--- config.mk ---
export PLATFORM = sky130hd
export DESIGN_NAME = atf_regs
export DESIGN_NICKNAME = d
export VERILOG_FILES = /design/src/pkg/atf_pkg.sv /design/src/logic/atf_regs.sv
export SDC_FILE = /design/constraint.sdc
export NUM_CORES = 1
export LEC_CHECK = 0
export ABC_CLOCK_PERIOD_IN_PS = 4000
export CAP_MARGIN = 30
export CORE_MARGIN = 2
export CORE_UTILIZATION = 55
export CTS_CLUSTER_DIAMETER = 100
export DETAILED_ROUTE_END_ITERATION = 12
export DONT_BUFFER_PORTS = 1
export HOLD_SLACK_MARGIN = 0.05
export PLACE_DENSITY = 0.82
export SETUP_SLACK_MARGIN = 0.5
export SYNTH_ARGS = -nofsm -noshare
export SYNTH_HDL_FRONTEND = slang
export SYNTH_SLANG_ARGS = --single-unit
--- constraint.sdc ---
create_clock -name CLK_SYS -period 4 [get_ports CLK_SYS]
set_clock_uncertainty 0.1 [all_clocks]
set_input_delay 0.4 -clock CLK_SYS [delete_from_list [all_inputs] [get_ports CLK_SYS]]
set_output_delay 0.4 -clock CLK_SYS [all_outputs]
set_load 0.01 [all_outputs]
--- src/pkg/atf_pkg.sv ---
// atf_pkg: constants and carrier types for the task file register subset.
// assumes one system clock; ata strobes already synchronous to it.
package atf_pkg;

  // ==========================================================================
  // register addresses (a2..a0, command block select active)
  localparam logic [2:0] ADR_ERR_FEAT = 3'h1;
  localparam logic [2:0] ADR_SECT_CNT = 3'h2;
  localparam logic [2:0] ADR_SECT_NUM = 3'h3;
  localparam logic [2:0] ADR_CYL_LOW  = 3'h4;
  localparam logic [2:0] ADR_CYL_HIGH = 3'h5;
  localparam logic [2:0] ADR_DRV_HEAD = 3'h6;

  // ==========================================================================
  // field positions
  localparam int ERR_BAD_BLOCK   = 7;
  localparam int ERR_UNCORR      = 6;
  localparam int ERR_ID_MISSING  = 4;
  localparam int ERR_ABORTED     = 2;
  localparam int ERR_GENERAL     = 0;
  localparam int DH_LBA_MODE     = 6;
  localparam int DH_DRIVE        = 4;

  // ==========================================================================
  // reset values and masks
  localparam logic [7:0] ERR_RESET    = 8'h00;
  localparam logic [7:0] ERR_MASK     = 8'hD5;
  localparam logic [7:0] DH_RESET     = 8'hA0;
  localparam logic [7:0] DH_FIXED_ONE = 8'hA0;
  localparam logic [7:0] REG_RESET    = 8'h00;
  localparam logic [8:0] SECTORS_ZERO = 9'h100;

  // ==========================================================================
  // error cause flags reported by the command engine
  typedef struct packed {
    logic bad_block_flag;
    logic uncorrectable_flag;
    logic sector_id_missing_flag;
    logic command_aborted_flag;
    logic general_error_flag;
  } atf_err_t;

  // decoded address presented to the command engine
  typedef struct packed {
    logic        lba_mode;
    logic        drive_select_bit;
    logic [27:0] lba;
    logic [15:0] cylinder;
    logic [3:0]  head;
    logic [7:0]  sector;
    logic [8:0]  sectors;
  } atf_addr_t;

  // whole register state
  typedef struct packed {
    logic [7:0] error_cause;
    logic [7:0] feature_select;
    logic [7:0] transfer_sector_count;
    logic [7:0] start_sector_lba_low;
    logic [7:0] cylinder_lba_mid;
    logic [7:0] cylinder_lba_high;
    logic [7:0] drive_head_select;
    logic [7:0] rd_data;
    logic       rd_valid;
  } atf_state_t;

endpackage

--- src/logic/atf_regs.sv ---
// atf_regs: error, feature, count, address and drive/head task file regs.
// assumes ata strobes are synchronous to CLK_SYS and one cycle per access;
// the internal command engine reports completion and causes by pulses.
//
// Operation
// error causes meaningful only while status error bit is set
// error register read-only, resets zero; bits 5,3,1 read zero
// bit 4 set when requested sector id invalid or missing
// feature written by host only, passed to next command
// sector count is sectors to transfer; zero means 256
// successful completion leaves sector count at zero
// failed completion leaves count of sectors still outstanding
// sector number is chs start sector or lba bits 7-0
// cylinder low is cylinder bits 7-0 or lba 15-8
// cylinder high is cylinder high bits or lba 23-16
// drive/head bit 6 selects chs (0) or lba (1)
// in lba mode head bits 3-0 are lba bits 27-24
// in chs mode head bits 3-0 are head number
// drive/head bit 4 selects master (0) or slave (1)
// drive/head resets to a0h; bits 7 and 5 read one
// host reaches registers only via chip selects and a2-a0
// error register cleared when a new command is accepted
`timescale 1ns/1ps

module atf_regs
(
  // clock and reset
  input  wire logic              CLK_SYS,
  input  wire logic              RST,
  // ata host register port
  input  wire logic              COMMAND_BLOCK_SELECT_N,
  input  wire logic              CONTROL_BLOCK_SELECT_N,
  input  wire logic [2:0]        ADDR,
  input  wire logic              RD_STROBE,
  input  wire logic              WR_STROBE,
  input  wire logic [7:0]        WDATA,
  output logic      [7:0]        RDATA,
  output logic                   RDATA_VALID,
  // command engine side
  input  wire logic              CMD_ACCEPT,
  input  wire logic              CMD_DONE,
  input  wire logic              CMD_FAIL,
  input  wire logic [8:0]        SECTORS_LEFT,
  input  wire atf_pkg::atf_err_t ERR_SET,
  input  wire logic              STATUS_ERROR,
  output atf_pkg::atf_addr_t     CMD_ADDR,
  output logic      [7:0]        FEATURE
);

  // ==========================================================================
  // state
  atf_pkg::atf_state_t st_ff;
  atf_pkg::atf_state_t nxt_st;
  atf_pkg::atf_addr_t  addr_ff;
  atf_pkg::atf_addr_t  nxt_addr;
  logic                sel;
  logic [7:0]          dh;
  logic [7:0]          err_in;

  // ==========================================================================
  // next state
  always_comb
  begin
    nxt_st          = st_ff;
    nxt_st.rd_valid = 1'b0;
    // only command block with control block idle is ours
    sel = !COMMAND_BLOCK_SELECT_N && CONTROL_BLOCK_SELECT_N;
    err_in = 8'h00;
    err_in[atf_pkg::ERR_BAD_BLOCK]  = ERR_SET.bad_block_flag;
    err_in[atf_pkg::ERR_UNCORR]     = ERR_SET.uncorrectable_flag;
    err_in[atf_pkg::ERR_ID_MISSING] = ERR_SET.sector_id_missing_flag;
    err_in[atf_pkg::ERR_ABORTED]    = ERR_SET.command_aborted_flag;
    err_in[atf_pkg::ERR_GENERAL]    = ERR_SET.general_error_flag;

    // host writes first; engine updates below take precedence
    if (sel && WR_STROBE)
    begin
      if (ADDR == atf_pkg::ADR_ERR_FEAT)
        nxt_st.feature_select = WDATA;
      else if (ADDR == atf_pkg::ADR_SECT_CNT)
        nxt_st.transfer_sector_count = WDATA;
      else if (ADDR == atf_pkg::ADR_SECT_NUM)
        nxt_st.start_sector_lba_low = WDATA;
      else if (ADDR == atf_pkg::ADR_CYL_LOW)
        nxt_st.cylinder_lba_mid = WDATA;
      else if (ADDR == atf_pkg::ADR_CYL_HIGH)
        nxt_st.cylinder_lba_high = WDATA;
      else if (ADDR == atf_pkg::ADR_DRV_HEAD)
        nxt_st.drive_head_select = WDATA | atf_pkg::DH_FIXED_ONE;
    end

    // new command wipes stale causes; a cause in same cycle still lands
    if (CMD_ACCEPT)
      nxt_st.error_cause = atf_pkg::ERR_RESET;
    nxt_st.error_cause = (nxt_st.error_cause | err_in)
                         & atf_pkg::ERR_MASK;

    if (CMD_DONE)
    begin
      if (CMD_FAIL)
        nxt_st.transfer_sector_count = SECTORS_LEFT[7:0];
      else
        nxt_st.transfer_sector_count = 8'h00;
    end

    // reads: error read-only; feature not readable at same address
    if (sel && RD_STROBE)
    begin
      nxt_st.rd_valid = 1'b1;
      if (ADDR == atf_pkg::ADR_ERR_FEAT)
        // causes only meaningful when status error is raised
        nxt_st.rd_data = STATUS_ERROR ? st_ff.error_cause
                                      : atf_pkg::ERR_RESET;
      else if (ADDR == atf_pkg::ADR_SECT_CNT)
        nxt_st.rd_data = st_ff.transfer_sector_count;
      else if (ADDR == atf_pkg::ADR_SECT_NUM)
        nxt_st.rd_data = st_ff.start_sector_lba_low;
      else if (ADDR == atf_pkg::ADR_CYL_LOW)
        nxt_st.rd_data = st_ff.cylinder_lba_mid;
      else if (ADDR == atf_pkg::ADR_CYL_HIGH)
        nxt_st.rd_data = st_ff.cylinder_lba_high;
      else if (ADDR == atf_pkg::ADR_DRV_HEAD)
        nxt_st.rd_data = st_ff.drive_head_select | atf_pkg::DH_FIXED_ONE;
      else
      begin
        nxt_st.rd_data  = 8'h00;
        nxt_st.rd_valid = 1'b0;
      end
    end

    // decoded address view from the new register contents
    dh = nxt_st.drive_head_select;
    nxt_addr.lba_mode         = dh[atf_pkg::DH_LBA_MODE];
    nxt_addr.drive_select_bit = dh[atf_pkg::DH_DRIVE];
    nxt_addr.lba = {dh[3:0],
                    nxt_st.cylinder_lba_high,
                    nxt_st.cylinder_lba_mid,
                    nxt_st.start_sector_lba_low};
    nxt_addr.cylinder = {nxt_st.cylinder_lba_high,
                         nxt_st.cylinder_lba_mid};
    nxt_addr.head   = dh[3:0];
    nxt_addr.sector = nxt_st.start_sector_lba_low;
    nxt_addr.sectors = (nxt_st.transfer_sector_count == 8'h00)
                       ? atf_pkg::SECTORS_ZERO
                       : {1'b0, nxt_st.transfer_sector_count};
  end

  // ==========================================================================
  // registers
  always_ff @(posedge CLK_SYS or posedge RST)
  begin
    if (RST)
    begin
      st_ff.error_cause           <= atf_pkg::ERR_RESET;
      st_ff.feature_select        <= atf_pkg::REG_RESET;
      st_ff.transfer_sector_count <= atf_pkg::REG_RESET;
      st_ff.start_sector_lba_low  <= atf_pkg::REG_RESET;
      st_ff.cylinder_lba_mid      <= atf_pkg::REG_RESET;
      st_ff.cylinder_lba_high     <= atf_pkg::REG_RESET;
      st_ff.drive_head_select     <= atf_pkg::DH_RESET;
      st_ff.rd_data               <= 8'h00;
      st_ff.rd_valid              <= 1'b0;
      addr_ff                     <= '0;
      addr_ff.sectors             <= atf_pkg::SECTORS_ZERO;
    end
    else
    begin
      st_ff   <= nxt_st;
      addr_ff <= nxt_addr;
    end
  end

  // ==========================================================================
  // outputs, all from flops
  assign RDATA       = st_ff.rd_data;
  assign RDATA_VALID = st_ff.rd_valid;
  assign FEATURE     = st_ff.feature_select;
  assign CMD_ADDR    = addr_ff;

endmodule

* Word-level counts from Yosys, hierarchy flattened
Index checks and enable logic that the tools add are counted.
Widths: inputs -> output; s select.
** Storage, ports and cells
- Register bits after elaboration :: 119
- Input bits :: 35
- Word-level logic and storage cells :: 57
** Cells by class
- Equality and inequality tests :: 6
- Muxes and demuxes :: 29
- Bitwise operators :: 1
- Reductions and logical operators :: 6
** Operators with widths (count)
- $mux 8 :: 14
- $mux 40 :: 2
- $mux 32 :: 1
- $mux 24 :: 1
- $mux 16 :: 1
- $mux 7 :: 2
- $eq 3x3->1 const B :: 3
- $mux 9 :: 1
- $logic_not 8->1 :: 1
- $or 8x8->8 :: 1
- $mux 1 :: 7
- $eq 3x2->1 const B :: 2
- $eq 3x1->1 const B :: 1
- $logic_and 1x1->1 :: 3
- $reduce_and 2->1 :: 1
- $logic_not 1->1 :: 1

* Depth between registers and ports, before layout
- Depth after elaboration :: 11
- Mapped depth :: 7
- Depth with buffers taken out :: 5

* Worst setup path after synthesis
OpenSTA, ideal clock, no wires.
- Path kind :: input -> register
- From :: in ADDR[2]
- To :: reg addr_ff, in the netlist CMD_ADDR[8]
- Library setup time :: 88 ps
- Data arrival time :: 1770 ps
- Data required time :: 3812 ps
- Setup slack :: 2042 ps
- Stages :: 7
- Buffers on the path :: 2
- Cells stage by stage :: buf_6 -> nand4bb_4 -> buf_6 -> nand2_1 -> nand3_2 -> or4_4 -> nor4b_4
** RTL lines
- start, declared :: line atf_regs.sv:33 : input wire logic [2:0] ADDR,
- end signal, assigned :: line atf_regs.sv:169 : addr_ff <= nxt_addr;
- end, declared :: line atf_regs.sv:54 : atf_pkg::atf_addr_t addr_ff;

==> impl_metrics.csv <==
group,metric,value,unit
setup_path,cp_cell_sequence,"nor2b_1 > a32oi_2 > nand3_1 > or4_4 > nor4b_4",
timing,rsz0062_at_grt,"no",
floorplanning,die_h,86.42,um
global_route,first_global_vias,2245,
floorplanning,core_area,6681,um2
layout,postLayoutCellArea,3525,um2
setup_path,path_delay_family,"simple AND/OR/NAND/NOR gates",
placement,port_buffers,0,
placement,hpwl,5521,um
yosys,synthCells,336,
pwr,p_int,0.001342,W
clock_tree,cts_tree,"yes",
clock_tree,clk_path_buf_depth,2,
route,drt_iter0_markers,202,
timing,worst_slew_pin_slew,0.6701,ns
layout,fin_nets,301,
global_route,grt_max_degree,42,
floorplanning,floorplan.initialDensity,55.92,%
setup_path,critPathBufInv,0,
pwr,seq_power_share,53.0,%
layout,area_growth,-5.660,%
clock_tree,cts_resized,0,
route,first_pass_iters,4,
yosys,synth_nets,371,
route,via_per_inst,6.048,
pwr,sw_frac_of_total,29.09,%
yosys,netlist.area_leader.share,45.55,%
yosys,syn_area,3736,um2
global_route,overflow,0,
clock_tree,cts.sinks,69,
global_route,grt_pass1_wl,12290,um
timing,slew_headroom,55.13,%
route,ant_nets,0,
floorplanning,pin_count,119,
global_route,antenna_found_initial,0,
pwr,power.switching,0.0005508,W
setup_path,start_kind,"register",
route,wl,7827,um
yosys,yosysWarnings,0,
clock_tree,insertion_delay,0.35,ns
run,drv_cap,0,
clock_tree,cts_buffers,9,
yosys,synth_edf_count,0,
placement,dpl_cell_area,3211,um2
yosys,ys_types,39,
yosys,ys_top_cells_by_area,"dfrtp_1 (46%), buf_4 (15%), mux2_1 (8.7%)",
route,avgRoutedWirePerCell,22.30,um
layout,drive_gt1_share,15.50,%
route,drc,0,
yosys,yosys.area.top_type,"dfrtp_1",
timing,period_share,45.63,%
placement,place_congestion,0.7856,
pwr,p_clk_share,35.8,%
yosys,synthArstFlopShare,100.0,%
setup_path,crit_fanout,2,
setup_path,worstSetupEndpointType,"register",
yosys,avgSynthCellArea,11.12,um2
pwr,p_per_area,537.1,nW/um2
pwr,pwr-share-comb,11.2,%
yosys,ys_ff_latch,69,
floorplanning,rows,30,
setup_path,cp.required,4.16,ns
timing,setup_tns,0,ns
route,num_vias,2123,
clock_tree,cts_root_buf,"clkbuf_8",
clock_tree,clkTransAtPathRegs,0.08,ns
timing,drv_slew,0,
setup_path,critPathMaxStageDelay,0.55,ns
clock_tree,postCtsSetupRepairBufs,0,
clock_tree,h-tree-depth,3,
setup_path,slowest_stage,"or4_4",
status,status,"complete, no violations",
layout,n_fill_cell,598,
setup_path,critPathArrivalTime,1.99,ns
pwr,leakage,1.593,nW
layout,antenna_cells,0,
setup_path,path_class,"reg -> reg",
yosys,synth_seq_area_share,46.25,%
yosys,ys.flop_type,"dfrtp_1",
timing,finalHoldViolCount,0,
timing,finalCriticalPeriod,1.825,ns
clock_tree,ctsHoldBuffers,7,
pwr,irDropWorstVdd,0.4066,mV
floorplanning,die_w,86.42,um
hold_path,hold_path_class,"in -> reg",
floorplanning,die_area,7468,um2
global_route,grt_usage,22.24,%
layout,fin_util,52.75,%
timing,fmax,0.5479,GHz
timing,setup_viol,0,
[registers in the layout (all words and copies together) (netlist names)]
register,flops
CMD_ADDR,36
st_ff,16
FEATURE,8
RDATA,8
RDATA_VALID,1
[kinds of logic (layout without fill, tap and decap cells)]
family          count (synthesis)  in the layout  synth area share [%]
flops                          69             69                 46.25
buf+inv                        95             30                 17.98
mux                            50             50                 14.80
compound gates                 46             46                 8.439
simple gates                   76             76                 12.53
[per-stage QoR]
| step | setup slack (ns) | hold WS, ns | instances | power (W) |
|---|---|---|---|---|
| 2_1_floorplan | 1.762 | 0.3480 | 336 | 0.001362 |
| 4_1_cts | 2.173 | 0.07108 | 351 | 0.001902 |
| 3_5_place_dp | 1.998 | 0.1148 | 328 | 0.001225 |
| 5_1_grt | 2.088 | 0.06514 | 351 | 0.001979 |
| 6_report | 2.175 | 0.07322 | 351 | 0.001893 |
| 3_3_place_gp | 2.024 | 0.3776 | 327 | 0.001209 |
[final timing paths]
path | startpoint | endpoint | slack (ns) | depth (start not counted)
hold / removal | WDATA[5] | CMD_ADDR[14] | 0.07 | 2
max in group asynchronous | RST | CMD_ADDR[8] | 2.59 | 4
setup / recovery | st_ff[42] | CMD_ADDR[8] | 2.17 | 5
hold reg to reg | st_ff[57] | st_ff[57] | 0.39 | 1
min in group asynchronous | RST | FEATURE[1] | 0.32 | 2
setup reg to reg | st_ff[42] | CMD_ADDR[8] | 2.17 | 5
[Yosys cell counts, types with 2 or more instances]
master and count:
buf_4 75, dfrtp_1 68, mux2_1 29, nand2_1 27, o21ai_0 15, nand3_1 14
mux2_2 13, nor2b_1 12, o21ai_1 9, mux2i_1 8, clkbuf_1 7, a21o_1 5
a222oi_1 5, inv_1 5, or4b_1 5, a32oi_1 4, buf_6 4, a21oi_1 3
buf_2 3, nor2_1 3, a22oi_1 2, a32oi_2 2, nor3_1 2
[layout by cell type, fill, tap and decap left out, drive strengths merged, types with 2 or more instances in the layout]
cell type / n
clkbuf: 13
bufinv: 2
a222oi: 5
dlygate4sd3: 7
a22oi: 2
buf: 2
a21oi: 3
or4b: 5
o21ai: 24
nand2b: 2
dfrtp: 68
nand2: 27
mux2i: 8
nor2: 4
nor3: 2
a32oi: 6
nor2b: 12
mux2: 42
inv: 5
nand3: 15
a21o: 5
[routing by layer]
| metal | part of all wire, % | vias to the layer above | track usage (%) | wire (um) |
|---|---|---|---|---|
| met5 | 0 | - | 0 | 0 |
| met4 | 1.4 | 0 | 7.955 | 110 |
| met3 | 9.7 | 14 | 9.048 | 756 |
| met2 | 46 | 93 | 33.78 | 3634 |
| met1 | 42 | 1057 | 28.91 | 3326 |
| li1 | - | 959 | - | - |
[power by group through the flow]
stage,clock (W),combinational (W),sequential (W)
6_report,0.000678,0.000211,0.00100
5_1_grt,0.000715,0.000237,0.00103
4_1_cts,0.000684,0.000211,0.00101
3_5_place_dp,0,0.000205,0.00102
3_3_place_gp,0,0.000192,0.00102
2_1_floorplan,0,0.000466,0.000896
[worst register-to-register path, delay by kind of cell (launching register included)]
kind / cells / cell delay, ns
AO/OA/AOI/OAI: 1 / 0.20
flip-flops: 1 / 0.37
AND/OR/NAND/NOR: 4 / 1.07
[final cells by class]
cell class	instances	area, um2	share of cell area [%]
Inverter	5	18.77	0.5325
Timing Repair Buffer	9	97.59	2.769
Multi-Input combinational cell	172	1336	37.91
Tap cell	80	100.1	2.840
Clock buffer	13	178.9	5.076
Clock inverter	3	65.06	1.846
Sequential cell	69	1728	49.02
(Power assumes the default switching activity.)
